$ cat src/rse_pkg.sv
package rse_pkg;
  localparam int PC_W = 21;
  localparam int STK_DEPTH = 8;
  localparam int STK_PTR_W = 3;
  localparam logic [15:0] OP_IDLE = 16'h0000;
  localparam logic [15:0] OP_POP = 16'h0006;
  localparam logic [15:0] OP_PUSH = 16'h0005;
  localparam logic [15:0] OP_SWRESET = 16'h00FF;
  localparam logic [14:0] OP_IRET_HI = 15'h0008;
  localparam logic [14:0] OP_RET_HI = 15'h0009;
  localparam logic [7:0] OP_LITRET_HI = 8'h0C;
  localparam logic [4:0] OP_RELCALL_HI = 5'h1B;
  localparam logic [3:0] OP_IDLE_HI = 4'hF;
  localparam logic [PC_W-1:0] PC_STEP = 21'h000002;
  localparam logic [PC_W-1:0] PC_RESET = 21'h000000;
  localparam logic [7:0] REG_RESET = 8'h00;
  localparam logic [1:0] Q_LAST = 2'h3;
  localparam logic [1:0] Q_FIRST = 2'h0;
  typedef enum logic [1:0] {
    RSE_EXEC = 2'b00,
    RSE_IDLE2 = 2'b01
  } rse_state_t;
endpackage

$ cat src/rse_exec.sv
module rse_exec (
  input wire logic core_clk, // 50 MHz core clock, quarter-phase rate
  input wire logic rst_n, // Sync reset, active low
  input wire logic [15:0] instr_word, // Fetched instruction
  input wire logic instr_valid, // Word offered at cycle start
  input wire logic irq_high_level, // Serviced interrupt was high priority
  input wire logic [7:0] shadow_accumulator, // Shadow copy of accumulator
  input wire logic [7:0] shadow_status, // Shadow copy of status
  input wire logic [7:0] shadow_bank_select, // Shadow copy of bank select
  input wire logic [7:0] pc_latch_high_byte, // Latch value written by core
  input wire logic [7:0] pc_latch_upper_byte, // Latch value written by core
  input wire logic latch_we, // Core writes both latches
  output logic instr_ready, // Takes a word this cycle
  output logic [rse_pkg::PC_W-1:0] pc_out, // Program counter
  output logic [rse_pkg::PC_W-1:0] stack_top_entry, // Top of return stack
  output logic [rse_pkg::STK_PTR_W:0] stack_level, // Entries in use
  output logic [7:0] accumulator, // Working accumulator
  output logic [7:0] status_out, // Working status
  output logic [7:0] bank_select_register, // Working bank select
  output logic [7:0] latch_high_out, // High latch byte
  output logic [7:0] latch_upper_out, // Upper latch byte
  output logic high_priority_global_irq_enable, // High enable bit
  output logic low_priority_global_irq_enable, // Low enable bit
  output logic master_clear_reset // Software reset pulse
);
  ////////////////////////////////////////////////////////////////////
  rse_pkg::rse_state_t state_reg, state_next;
  logic [1:0] q_reg, q_next;
  logic [15:0] ir_reg, ir_next;
  logic [rse_pkg::PC_W-1:0] pc_reg, pc_next;
  logic [rse_pkg::STK_PTR_W:0] sp_reg, sp_next;
  logic [7:0] acc_reg, acc_next, st_reg, st_next, bank_reg, bank_next;
  logic [7:0] lh_reg, lh_next, lu_reg, lu_next;
  logic en_hi_reg, en_hi_next, en_lo_reg, en_lo_next, swrst_reg, swrst_next;
  logic stk_we;
  logic [rse_pkg::STK_PTR_W-1:0] stk_waddr, stk_raddr;
  logic [rse_pkg::PC_W-1:0] stk_wdata, stk_rdata, pc_plus2, rel_off;
  logic is_pop, is_push, is_relcall, is_swrst, is_iret, is_ret, is_litret, is_idle;
  logic q_end;

  ////////////////////////////////////////////////////////////////////
  assign pc_plus2 = pc_reg + rse_pkg::PC_STEP;
  assign rel_off = {{(rse_pkg::PC_W - 12){ir_reg[10]}}, ir_reg[10:0], 1'b0};
  assign is_pop = ir_reg == rse_pkg::OP_POP;
  assign is_push = ir_reg == rse_pkg::OP_PUSH;
  assign is_relcall = ir_reg[15:11] == rse_pkg::OP_RELCALL_HI;
  assign is_swrst = ir_reg == rse_pkg::OP_SWRESET;
  assign is_iret = ir_reg[15:1] == rse_pkg::OP_IRET_HI;
  assign is_ret = ir_reg[15:1] == rse_pkg::OP_RET_HI;
  assign is_litret = ir_reg[15:8] == rse_pkg::OP_LITRET_HI;
  assign is_idle = ir_reg == rse_pkg::OP_IDLE || ir_reg[15:12] == rse_pkg::OP_IDLE_HI;
  assign q_end = q_reg == rse_pkg::Q_LAST;
  assign instr_ready = q_end && !(state_reg == rse_pkg::RSE_EXEC && (is_relcall || is_iret
                       || is_ret || is_litret));
  assign stk_raddr = sp_next[rse_pkg::STK_PTR_W-1:0] - 3'h1;

  rse_stack_mem u_stack (
    .core_clk(core_clk),
    .we(stk_we),
    .waddr(stk_waddr),
    .wdata(stk_wdata),
    .raddr(stk_raddr),
    .rdata(stk_rdata)
  );

  ////////////////////////////////////////////////////////////////////
  always_comb begin
    state_next = state_reg;
    q_next = q_reg + 2'h1;
    ir_next = ir_reg;
    pc_next = pc_reg;
    sp_next = sp_reg;
    acc_next = acc_reg;
    st_next = st_reg;
    bank_next = bank_reg;
    lh_next = lh_reg;
    lu_next = lu_reg;
    en_hi_next = en_hi_reg;
    en_lo_next = en_lo_reg;
    swrst_next = 1'b0;
    stk_we = 1'b0;
    stk_waddr = sp_reg[rse_pkg::STK_PTR_W-1:0];
    stk_wdata = pc_plus2;
    if (latch_we) begin
      lh_next = pc_latch_high_byte;
      lu_next = pc_latch_upper_byte;
    end
    if (q_end) begin
      if (state_reg == rse_pkg::RSE_IDLE2) begin
        state_next = rse_pkg::RSE_EXEC;
        ir_next = instr_valid ? instr_word : rse_pkg::OP_IDLE;
      end else begin
        ir_next = instr_valid ? instr_word : rse_pkg::OP_IDLE;
        pc_next = pc_plus2;
        if (is_pop) begin
          sp_next = sp_reg - 4'h1;
        end else if (is_push) begin
          stk_we = 1'b1;
          sp_next = sp_reg + 4'h1;
        end else if (is_relcall) begin
          stk_we = 1'b1;
          sp_next = sp_reg + 4'h1;
          pc_next = pc_plus2 + rel_off;
          state_next = rse_pkg::RSE_IDLE2;
          ir_next = rse_pkg::OP_IDLE;
        end else if (is_swrst) begin
          swrst_next = 1'b1;
          pc_next = rse_pkg::PC_RESET;
          sp_next = '0;
          acc_next = rse_pkg::REG_RESET;
          st_next = rse_pkg::REG_RESET;
          bank_next = rse_pkg::REG_RESET;
          lh_next = rse_pkg::REG_RESET;
          lu_next = rse_pkg::REG_RESET;
          en_hi_next = 1'b0;
          en_lo_next = 1'b0;
          ir_next = rse_pkg::OP_IDLE;
        end else if (is_iret || is_ret || is_litret) begin
          pc_next = stack_top_entry;
          sp_next = sp_reg - 4'h1;
          state_next = rse_pkg::RSE_IDLE2;
          ir_next = rse_pkg::OP_IDLE;
          if (is_iret && irq_high_level) begin
            en_hi_next = 1'b1;
          end else if (is_iret) begin
            en_lo_next = 1'b1;
          end
          if (is_litret) begin
            acc_next = ir_reg[7:0];
          end else if (ir_reg[0]) begin
            acc_next = shadow_accumulator;
            st_next = shadow_status;
            bank_next = shadow_bank_select;
          end
        end
      end
    end
  end

  always_ff @(posedge core_clk) begin
    if (!rst_n) begin
      state_reg <= rse_pkg::RSE_EXEC;
      q_reg <= rse_pkg::Q_FIRST;
      ir_reg <= rse_pkg::OP_IDLE;
      pc_reg <= rse_pkg::PC_RESET;
      sp_reg <= '0;
      acc_reg <= rse_pkg::REG_RESET;
      st_reg <= rse_pkg::REG_RESET;
      bank_reg <= rse_pkg::REG_RESET;
      lh_reg <= rse_pkg::REG_RESET;
      lu_reg <= rse_pkg::REG_RESET;
      en_hi_reg <= 1'b0;
      en_lo_reg <= 1'b0;
      swrst_reg <= 1'b0;
    end else begin
      state_reg <= state_next;
      q_reg <= q_next;
      ir_reg <= ir_next;
      pc_reg <= pc_next;
      sp_reg <= sp_next;
      acc_reg <= acc_next;
      st_reg <= st_next;
      bank_reg <= bank_next;
      lh_reg <= lh_next;
      lu_reg <= lu_next;
      en_hi_reg <= en_hi_next;
      en_lo_reg <= en_lo_next;
      swrst_reg <= swrst_next;
    end
  end

  assign stack_top_entry = stk_rdata;
  assign pc_out = pc_reg;
  assign stack_level = sp_reg;
  assign accumulator = acc_reg;
  assign status_out = st_reg;
  assign bank_select_register = bank_reg;
  assign latch_high_out = lh_reg;
  assign latch_upper_out = lu_reg;
  assign high_priority_global_irq_enable = en_hi_reg;
  assign low_priority_global_irq_enable = en_lo_reg;
  assign master_clear_reset = swrst_reg;
endmodule // rse_exec

$ cat src/rse_stack_mem.sv
module rse_stack_mem (
  input wire logic core_clk, // Clock
  input wire logic we, // Write strobe
  input wire logic [rse_pkg::STK_PTR_W-1:0] waddr, // Write slot
  input wire logic [rse_pkg::PC_W-1:0] wdata, // Write value
  input wire logic [rse_pkg::STK_PTR_W-1:0] raddr, // Read slot
  output logic [rse_pkg::PC_W-1:0] rdata // Registered read value
);
  logic [rse_pkg::PC_W-1:0] mem [rse_pkg::STK_DEPTH];

  always_ff @(posedge core_clk) begin
    if (we) begin
      mem[waddr] <= wdata;
    end
    rdata <= (we && waddr == raddr) ? wdata : mem[raddr];
  end
endmodule // rse_stack_mem

$ cat config.mk
export PLATFORM = sky130hd
export DESIGN_NAME = rse_exec
export DESIGN_NICKNAME = d
export VERILOG_FILES = /design/src/rse_pkg.sv /design/src/rse_exec.sv /design/src/rse_stack_mem.sv
export SDC_FILE = /design/constraint.sdc
export NUM_CORES = 1
export LEC_CHECK = 0
export BUFFER_PORTS_ARGS = -buffer_cell sky130_fd_sc_hd__buf_2
export CAP_MARGIN = 15
export CELL_PAD_IN_SITES_DETAIL_PLACEMENT = 2
export CELL_PAD_IN_SITES_GLOBAL_PLACEMENT = 2
export CORE_MARGIN = 4
export CORE_UTILIZATION = 36
export CTS_CLUSTER_DIAMETER = 200
export DETAILED_ROUTE_END_ITERATION = 8
export PLACE_DENSITY = 0.76
export SETUP_SLACK_MARGIN = 0.2
export SLEW_MARGIN = 5
export SYNTH_ARGS = -nofsm -noshare
export SYNTH_HDL_FRONTEND = slang
export SYNTH_SLANG_ARGS = --single-unit
$ cat constraint.sdc
create_clock -name core_clk -period 3.27 [get_ports core_clk]
set_input_delay 0.1635 -clock core_clk [delete_from_list [all_inputs] [get_ports core_clk]]
set_output_delay 0.1635 -clock core_clk [all_outputs]
set_load 0.02 [all_outputs]
==> summary.txt, run 1 <==
Die
  • Core ar.: 31800 µm²
  • Die area: 35500 µm²
  • Core Rows: 65
  • Die Span Y: 188 µm
  • DIE WIDTH: 188 µm
  • Io pins: 151
  • Initial Util: 36.8%

Critical path
  • Worst r2r dst: pc_out[14]
  • Reg2Reg Setup Slack: -10 ps
  • Arrival time worst endpoint: 3800 ps
  • Worst setup SP type: flop
  • CP required: 3780 ps
  • CP Capture Type: flop
  • Reg2Reg Depth: 12
  • Setup CP Type: reg -> reg
  • CP max FO: 6
  • Critical path launch point: pc_out[3]
  • Worst r2r src: pc_out[3]

Global routing
  • Largest net degree at the start of global routing: 47
  • First-pass GRT wire length: 66200 µm
  • Initial antenna violation count: 2
  • Remaining global-route overflow: 0
  • GRT Overall Usage: 24.3%
  • Vias in the first global route: 10300

Timing
  • Setup TNS: -14.7 ps
  • Final setup margin: -14.7 ps
  • Fin crit share: 100%
  • Worst-Margin Slew: 780 ps
  • Fmax: 304 MHz
  • Final Hold Viols: 0
  • Clock Skew: 20.5 ps
  • RSZ-0062 raised after global routing: yes
  • Final Setup Violations: 1
  • Hold Slack: 32.3 ps
  • Max Slew Vio Count: 0
  • Min Tclk post-route: 3280 ps
  • Normalized max-slew margin: 47.7%

Detailed routing
  • Initial DRT Pass Iterations: 6
  • Via density: 5.71
  • Vias: 9352
  • Routed Antenna Nets: 0
  • Routed length per instance: 28.7 µm
  • 1st-iter DRT viols: 624
  • DRC viols: 0
  • Drt total wl: 47000 µm

Logic synthesis
  • Register area share after synthesis: 58.4%
  • Top_reg_cell synth: edfxtp_1
  • Post-Syn Instances: 917
  • Yosys cell types: 75
  • FFs w/ async S/R, synth: 0%
  • Average cell area after synthesis: 12.8 µm²
  • Mapped Area: 11700 µm²
  • EDFF count, synth: 168
  • Post-Synthesis Net Count: 1007
  • Seq cells post-synth: 258
  • Syn. warnings: 0

Clocking
  • Clk root buf: clkbuf_16
  • CTS max path bufs: 3
  • H-Tree Depth: 1
  • CTS tree: yes
  • Clock buffer count from CTS: 30
  • Worst-Skew Late Latency: 570 ps
  • Clock transition at path regs: 70 ps
  • CTS sink count: 258

Layout
  • FF+latch area: 6860 µm²
  • Multi-input gate area: 5030 µm²
  • Proportion of layout cells with a drive suffix above 1: 35.9%
  • Filler cell count: 3058
  • Commonest non-fill, non-tap cell in the layout: edfxtp_1
  • Area grow syn2layout: 33.5%
  • Max reg flops: 168
  • Non-filler cells in the finished layout: 1638
  • Nets: 1267
  • Commonest non-fill, non-tap cells in the layout: edfxtp_1 (168), buf_2 (150), dfxtp_1 (79)

Placed design
  • Post-placement cell count: 1514
  • Placement Setup Slack: -59.3 ps
  • Post-DP HPWL: 27400 µm
  • Final Wtd Congestion: 0.819
  • I/O Buffers: 150

Worst hold path
  • Hold Crit Start: shadow_accumulator[4]
  • Worst hold stages: 5
  • Class of the worst hold path: in -> reg
  • Hold endpoint: accumulator[4]

Pwr
  • Sequential group share of total power: 43.5%
  • Logic pwr share: 6.5%
  • VDD IR-drop max: 0.000391 V
  • P_sw: 1.87 mW
  • Internal Power: 6.26 mW
  • Pwr dens: 520 nW/µm²
  • Leak pwr: 6.10 nW
  • Clock group share of total power: 50.0%
  • Switching Fraction: 23.0%
  • Pwr Total: 8.12 mW

Run
  • Max-cap viol count: 0

Outcome
  • Status: finished, violations left
  • Failing checks: setup timing
synth_stat cells, drive strengths merged (7+ instances only):
master    n  share of area (%)
a21oi    71                3.0
a221oi    7               0.52
a31oi    11               0.59
and2      9               0.49
buf      19               0.96
clkbuf   29               0.93
dfxtp    90                 15
edfxtp  168                 43
ha       28                3.0
inv      16               0.51
mux2     22                2.1
mux2i    26                2.2
mux4     42                8.1
nand2    58                1.9
nand3    35                1.5
nand4    10               0.53
nor2     78                2.5
nor2b    22                1.2
nor3     22                1.2
nor4      7               0.43
o21ai    33                1.5
xnor2    23                1.7
xor2     14                1.0
power groups by stage:
stage / combinational [mW] / sequential (mW) / clock [mW]
2_1_floorplan: 0.196 / 3.62 / 0
3_3_place_gp: 0.397 / 3.59 / 0
3_5_place_dp: 0.414 / 3.60 / 0
4_1_cts: 0.481 / 3.53 / 4.07
5_1_grt: 0.561 / 3.54 / 4.26
6_report: 0.528 / 3.54 / 4.06
cell families after synthesis:
kind of cell / share of synthesized area, %
xor+xnor: 2.77
compound gates: 9.77
mux: 12.4
buf+inv: 2.43
flops: 58.4
simple gates: 11.0
fa+ha+maj: 3.16
worst max path at each step:
| stage | to |
|---|---|
| 2_1_floorplan | pc_out[20] |
| 3_3_place_gp | pc_out[19] |
| 3_5_place_dp | pc_out[19] |
| 4_1_cts | pc_out[19] |
| 5_1_grt | pc_out[14] |
| 6_report | pc_out[14] |
through the flow:
stage               utilization (%)  area, µm²
global route                   49.2      15600
global placement               42.3      13400
detailed placement             42.3      13400
CTS                            48.0      15300
finish                         49.2      15600
floorplan                         -      11800
what timing repair did:
item,CTS,global route
pin swaps,5,23
resized for setup,19,55
buffers inserted,5,11
endpoints found under the hold margin,51,0
hold buffers,50,0
setup endpoints to repair,11,86
critical path, cell delays in order (launching register included):
cell	delay (ps)
dfxtp_2	460
nand3_4	140
buf_4	170
xnor2_1	450
ha_1	400
o211ai_1	200
o211ai_1	200
a21oi_2	270
buf_4	170
nand2b_1	80
a21oi_2	210
mux2i_1	330
o21a_1	150
final cells by class:
cell class	instances	area share, %
antenna	2	0.0320
clock buffer	33	5.07
clock inverter	23	2.48
inverter	17	0.408
multi-input combinational	594	32.2
sequential	258	43.9
tap	435	3.48
timing repair buffer	276	12.4
per-layer routing:
metal | global-route usage, % | wire length, µm | vias to the layer above
li1 | - | - | 4012
met1 | 30.4 | 18500 | 4904
met2 | 44.2 | 24600 | 340
met3 | 3.15 | 2350 | 96
met4 | 6.78 | 1540 | 0
met5 | 0 | 0 | -
Note: power is estimated with default switching activity, not from simulation.
==> inputs of run 2 (changes only) <==
--- a/config.mk
+++ b/config.mk
@@ -5,15 +5,15 @@
 export SDC_FILE = /design/constraint.sdc
 export NUM_CORES = 1
 export LEC_CHECK = 0
-export BUFFER_PORTS_ARGS = -buffer_cell sky130_fd_sc_hd__buf_2
 export CAP_MARGIN = 15
 export CELL_PAD_IN_SITES_DETAIL_PLACEMENT = 2
 export CELL_PAD_IN_SITES_GLOBAL_PLACEMENT = 2
 export CORE_MARGIN = 4
-export CORE_UTILIZATION = 36
+export CORE_UTILIZATION = 39
 export CTS_CLUSTER_DIAMETER = 200
 export DETAILED_ROUTE_END_ITERATION = 8
-export PLACE_DENSITY = 0.76
+export DONT_BUFFER_PORTS = 1
+export PLACE_DENSITY = 0.75
 export SETUP_SLACK_MARGIN = 0.2
 export SLEW_MARGIN = 5
 export SYNTH_ARGS = -nofsm -noshare
==> run 2 against run 1 <==
  * The flow now finishes without violations
  * Die area down 7.4%
  * Highest routed layer unchanged
  * Count of clock-buffer cells in the layout rose by 12
  * Sequential power about the same
  * Critical path depth did not move
==> summary.txt, run 2 (same netlist as run 1, synthesis figures left out) <==
Die
  • Io pins: 151 (unchanged)
  • Core Rows: 63 (-3.1%)
  • Core ar.: 29600 µm² (-6.8%)
  • Die Span Y: 181 µm (-3.8%)
  • Die area: 32900 µm² (-7.4%)
  • Initial Util: 39.5% (+2.7 points)
  • DIE WIDTH: 181 µm (-3.8%)

Timing
  • Worst-Margin Slew: 927 ps (+146 ps)
  • Fmax: 327 MHz (+7.4%)
  • Clock Skew: 24.2 ps (+3.77 ps)
  • Min Tclk post-route: 3060 ps (-228 ps)
  • Max Slew Vio Count: 0 (unchanged)
  • Final Hold Viols: 0 (unchanged)
  • Fin crit share: 93.5% (-7.0 points)
  • Normalized max-slew margin: 37.8% (-9.9 points)
  • RSZ-0062 raised after global routing: yes
  • Final Setup Violations: 0 (-1)

Global routing
  • First-pass GRT wire length: 64300 µm (-2.9%)
  • GRT Overall Usage: 25.6% (+1.3 points)
  • Initial antenna violation count: 2 (unchanged)
  • Vias in the first global route: 9567 (-7.0%)
  • Largest net degree at the start of global routing: 43 (-8.5%)
  • Remaining global-route overflow: 0 (unchanged)

Run
  • Max-cap viol count: 0 (unchanged)

Critical path
  • Reg2Reg Depth: 12 (unchanged)
  • Arrival time worst endpoint: 3490 ps (-310 ps)
  • CP required: 3700 ps (-80 ps)
  • Critical path cell sequence: ha_4, nand3_4, nor2_2, and2_2, xnor2_2, ha_4, a21oi_2, o211ai_1, a41o_1, a311o_1, nand3_1, a311oi_1
  • Worst setup SP type: flop
  • Most frequent CP cell: ha_4
  • CP max FO: 5 (-1)
  • Worst path max stage delay: 380 ps (-80 ps)
  • CP Capture Type: flop
  • Setup CP Type: reg -> reg
  • Slowest cell on crit path: a311o_1

Layout
  • Max reg flops: 168 (unchanged)
  • Nets: 1144 (-9.7%)
  • Final Core Density: 50.0% (+0.78 points)
  • Proportion of layout cells with a drive suffix above 1: 25.0% (-11 points)
  • Filler cell count: 2864 (-6.3%)
  • Area grow syn2layout: 26.4%
  • Commonest non-fill, non-tap cells in the layout: edfxtp_1 (168), dfxtp_1 (82), dlygate4sd3_1 (74)
  • Multi-input gate area: 5010 µm² (-0.42%)
  • FF+latch area: 6860 µm² (about the same)
  • Commonest non-fill, non-tap cell in the layout: edfxtp_1

Placed design
  • I/O Buffers: 0 (-100%)
  • Final Wtd Congestion: 0.855 (+4.4%)
  • Post-DP HPWL: 26700 µm (-2.5%)

Detailed routing
  • Routed length per instance: 30.2 µm (+5.4%)
  • Initial DRT Pass Iterations: 4 (-2)
  • Routed Antenna Nets: 0 (unchanged)
  • Vias: 8711 (-6.9%)
  • Drt total wl: 44400 µm (-5.5%)
  • DRC viols: 0 (unchanged)
  • Via density: 5.93 (+3.9%)
  • 1st-iter DRT viols: 700 (+12%)

Clocking
  • Clk root buf: clkbuf_16
  • CTS tree: yes
  • Clock transition at path regs: 70 ps (about the same)
  • H-Tree Depth: 1 (unchanged)
  • Clock buffer count from CTS: 29 (-3.3%)
  • CTS max path bufs: 3 (unchanged)
  • Worst-Skew Late Latency: 590 ps (+20 ps)
  • CTS sink count: 258 (unchanged)

Worst hold path
  • Class of the worst hold path: in -> reg
  • Worst hold stages: 2 (-3)

Outcome
  • Status: finished clean

Pwr
  • Pwr dens: 491 nW/µm² (-5.5%)
  • Pwr Total: 7.27 mW (-11%)
  • Leak pwr: 5.33 nW (-13%)
  • VDD IR-drop max: 0.000418 V (+6.9%)
run 2: cell types whose count changed in the layout (fill, tap and decap cells not counted), moves of 4 or more:
cell	change
dlygate4sd3_1	+24
buf_2	-150
bufinv_16	-10
dfxtp_2	-5
inv_6	-4
clkbuf_1	+11
buf_4	+4
run 2: report_power, final:
group | leakage [nW] | switching (mW) | internal (mW)
registers | 2.29 | 0.0580 | 3.49
logic | 2.60 | 0.274 | 0.205
clock network | 0.442 | 1.46 | 1.78
run 2: path summary, 6_finish.rpt:
kind,endpoint,startpoint,slack [ps]
worst min-delay path,latch_upper_out[3],rst_n,9
worst min register to register,q_reg[0],q_reg[0],440
worst max-delay path,pc_out[12],pc_out[1],210
worst max register to register,pc_out[12],pc_out[1],210
run 2: area by class of cell:
| class | instances | share of cell area, % |
|---|---|---|
| Multi-Input combinational cell | 594 | 33.9 |
| Sequential cell | 258 | 46.4 |
| Timing Repair Buffer | 154 | 9.90 |
| Clock buffer | 45 | 5.65 |
| Clock inverter | 9 | 0.490 |
| Antenna cell | 1 | 0.0169 |
| Tap cell | 390 | 3.30 |
| Inverter | 17 | 0.431 |
run 2: metal layers:
layer	track usage (%)	vias up	share of wire (%)
met2	44.4	286	51
met3	5.17	90	5.8
met4	7.78	0	3.6
met1	32.3	4572	39
met5	0	-	0
li1	-	3763	-
run 2: through the flow:
step	hold WS, ps	cells	cell area, µm²	setup TNS [ps]	setup slack [ps]
3_3_place_gp	292	1328	12700	0	134
4_1_cts	68.8	1458	14400	0	161
2_1_floorplan	303	917	11800	0	173
5_1_grt	41.5	1467	14800	0	84.9
3_5_place_dp	296	1328	12700	-37.6	-37.6
6_report	8.77	1468	14800	0	213
run 2: critical path, delay by kind of cell (launching register included):
| family | cells | cell delay, ps |
|---|---|---|
| compound gates | 5 | 1260 |
| simple gates | 4 | 590 |
| fa+ha+maj | 2 | 430 |
| flops | 1 | 370 |
| xor+xnor | 1 | 250 |
run 2: what timing repair did:
action                                 CTS  global route
endpoints found under the hold margin   77             0
gates resized for setup                  5            67
hold buffers                            74             0
pin swaps                                3            15
setup endpoints to repair               10            14
setup buffers                            2             9
==> inputs of run 3 (changes only) <==
--- a/config.mk
+++ b/config.mk
@@ -13,6 +13,8 @@
 export CTS_CLUSTER_DIAMETER = 200
 export DETAILED_ROUTE_END_ITERATION = 8
 export DONT_BUFFER_PORTS = 1
+export GPL_ROUTABILITY_DRIVEN = 0
+export MAX_ROUTING_LAYER = met4
 export PLACE_DENSITY = 0.75
 export SETUP_SLACK_MARGIN = 0.2
 export SLEW_MARGIN = 5
==> run 3 against run 2 <==
  * Die area stayed put
  * Worst setup slack improved by 19 ps
  * Critical path depth is the same
  * Core utilization shrank 0.33 points
  * Wire length fell by 1.5%
  * Critical path type unchanged
==> summary.txt, run 3 (same netlist as run 1, synthesis figures left out) <==
Layout
  • Max reg flops: 168 (unchanged)
  • Proportion of layout cells with a drive suffix above 1: 23.9% (-1.1 points)
  • Design area: 14700 µm² (-0.65%)
  • Nets: 1142 (-0.17%)
  • FF+latch area: 6860 µm² (unchanged)
  • N_diodes: 0 (-1)
  • Non-filler cells in the finished layout: 1465 (-0.20%)
  • Multi-input gate area: 4950 µm² (-1.3%)
  • Final Core Density: 49.6% (-0.33 points)
  • Filler cell count: 2863 (-0.035%)
  • Commonest non-fill, non-tap cells in the layout: edfxtp_1 (168), dfxtp_1 (82), dlygate4sd3_1 (74)
  • Area grow syn2layout: 25.5%
  • Commonest non-fill, non-tap cell in the layout: edfxtp_1

Critical path
  • Worst path max stage delay: 390 ps (about the same)
  • WP buf/inv: 0 (unchanged)
  • Critical path launch point: pc_out[1]
  • Crit path max-delay family: compound AO/OA/AOI/OAI gates
  • CP max FO: 6 (+1)
  • Worst setup SP type: flop
  • Setup CP Type: reg -> reg
  • CP required: 3720 ps (+20 ps)
  • Worst r2r src: pc_out[1]
  • Reg2Reg Depth: 12 (unchanged)
  • Critical Path Stages: 12 (unchanged)
  • Crit path capture: pc_out[13]
  • Worst r2r dst: pc_out[13]
  • CP Capture Type: flop
  • Critical path cell sequence: ha_4, nand3_4, or2_4, xnor2_2, ha_1, a21o_1, a21oi_1, a21boi_1, o21ai_0, xnor2_1, a221oi_1, nor2_1
  • Reg2Reg Setup Slack: 230 ps (+20 ps)
  • Arrival time worst endpoint: 3490 ps (about the same)
  • Slowest cell on crit path: dfxtp_4

Outcome
  • Status: finished clean

Pwr
  • Sequential group share of total power: 49.0% (+0.2 points)
  • Pwr dens: 493 nW/µm² (+0.40%)
  • Leak pwr: 5.32 nW (-0.24%)
  • VDD IR-drop max: 0.000417 V (-0.13%)
  • Internal Power: 5.47 mW (about the same)
  • Logic pwr share: 6.5% (about the same)
  • Pwr Total: 7.25 mW (-0.25%)
  • Clock group share of total power: 44.5% (about the same)
  • Switching Fraction: 24.5% (-0.16 points)
  • P_sw: 1.78 mW (-0.91%)

Clocking
  • CTS sink count: 258 (unchanged)
  • Clock buffer count from CTS: 29 (unchanged)
  • CTS tree: yes
  • Clk root buf: clkbuf_16
  • CTS max path bufs: 3 (unchanged)
  • H-Tree Depth: 1 (unchanged)
  • Clock transition at path regs: 70 ps (about the same)
  • Worst-Skew Late Latency: 580 ps (about the same)

Detailed routing
  • Drt total wl: 43800 µm (-1.5%)
  • Initial DRT Pass Iterations: 5 (+1)
  • Routed Antenna Nets: 0 (unchanged)
  • Met2 WL: 22400 µm (-1.3%)
  • Metal-1 WL: 17500 µm (about the same)
  • DRC viols: 0 (unchanged)
  • Via density: 5.91 (-0.36%)
  • Vias: 8662 (-0.56%)
  • Routed length per instance: 29.9 µm (-1.3%)
  • 1st-iter DRT viols: 643 (-8.1%)
  • Met3 routed WL: 2370 µm (-7.3%)
  • Top sig layer: met4

Timing
  • Worst-Margin Slew: 998 ps (+71.4 ps)
  • RSZ-0062 raised after global routing: yes
  • Final Setup Violations: 0 (unchanged)
  • Fin crit share: 92.9% (-0.59 points)
  • Setup TNS: 0 ps (unchanged)
  • Clock Skew: 17.6 ps (-6.66 ps)
  • Normalized max-slew margin: 33.1% (-4.7 points)
  • Min Tclk post-route: 3040 ps (-19.4 ps)
  • Fmax: 329 MHz (+0.64%)
  • Hold Slack: 8.50 ps (-0.266 ps)
  • Final Hold Viols: 0 (unchanged)
  • Max Slew Vio Count: 0 (unchanged)
  • Final setup margin: 232 ps (+19.4 ps)

Global routing
  • First-pass GRT wire length: 64300 µm (-0.12%)
  • Remaining global-route overflow: 0 (unchanged)
  • GRT Overall Usage: 26.3% (+0.77 points)
  • Vias in the first global route: 9567 (unchanged)
  • Initial antenna violation count: 1 (-1)
  • Largest net degree at the start of global routing: 43 (unchanged)

Run
  • Max-cap viol count: 0 (unchanged)

Placed design
  • Post-DP HPWL: 26700 µm (unchanged)
  • I/O Buffers: 0 (unchanged)
  • Post-placement cell count: 1328 (unchanged)
  • Placement Setup Slack: -37.6 ps (unchanged)
  • Placed cell areas: 12700 µm² (unchanged)

Die
  • Die area: 32900 µm² (unchanged)
  • Core Rows: 63 (unchanged)
  • DIE WIDTH: 181 µm (unchanged)
  • Core ar.: 29600 µm² (unchanged)
  • Die Span Y: 181 µm (unchanged)
  • Io pins: 151 (unchanged)
  • Initial Util: 39.5% (unchanged)

Worst hold path
  • Class of the worst hold path: in -> reg
run 3: cell count changes in the layout (fill, tap and decap cells not counted), sizes merged:
cell   delta
buf       -2
diode     -1
run 3: how the worst min path moves through the flow:
| stage | start | to | slack [ps] | cells after the start |
|---|---|---|---|---|
| final | rst_n | latch_upper_out[3] | 8 | 2 |
| after global routing | rst_n | latch_upper_out[3] | 40 | 2 |
| after CTS | instr_valid | ir_reg[0] | 70 | 3 |
| after detailed placement | rst_n | stack_level[2] | 300 | 1 |
| after global placement | rst_n | stack_level[1] | 290 | 1 |
| after floorplan | instr_word[8] | ir_reg[8] | 300 | 2 |
run 3: layer usage:
metal,track usage (%),up-vias
met5,-,-
met4,7.78,0
met3,5.05,80
met2,44.5,285
met1,32.3,4548
li1,-,3749
run 3: worst reg2reg max path, delay by kind of cell, from the launching register on:
family | cells | cell delay, ps
XOR/XNOR | 2 | 320
adder cells (fa/ha/maj) | 2 | 540
flip-flops | 1 | 390
AND/OR/NAND/NOR | 3 | 510
AO/OA/AOI/OAI | 5 | 1160
run 3: timing repair:
| action | CTS | global route |
|---|---|---|
| endpoints found under the setup margin | 10 | 14 |
| hold endpoints to repair | 77 | 0 |
| hold buffers | 74 | 0 |
| buffers inserted | 2 | 7 |
| gates resized for setup | 5 | 49 |
| pin swaps | 3 | 14 |
run 3: cell type report:
class	instances	share of cell area (%)
Clock buffer	45	5.69
Clock inverter	9	0.493
Multi-Input combinational cell	594	33.6
Sequential cell	258	46.7
Timing Repair Buffer	152	9.78
Inverter	17	0.434
Tap cell	390	3.32
run 3: power by group through the flow:
stage / Clock (mW) / Combinational [mW] / Sequential (mW)
floorplan: 0 / 0.196 / 3.62
global placement: 0 / 0.316 / 3.61
detailed placement: 0 / 0.337 / 3.61
CTS: 3.17 / 0.425 / 3.54
global route: 3.42 / 0.504 / 3.55
finish: 3.23 / 0.474 / 3.55
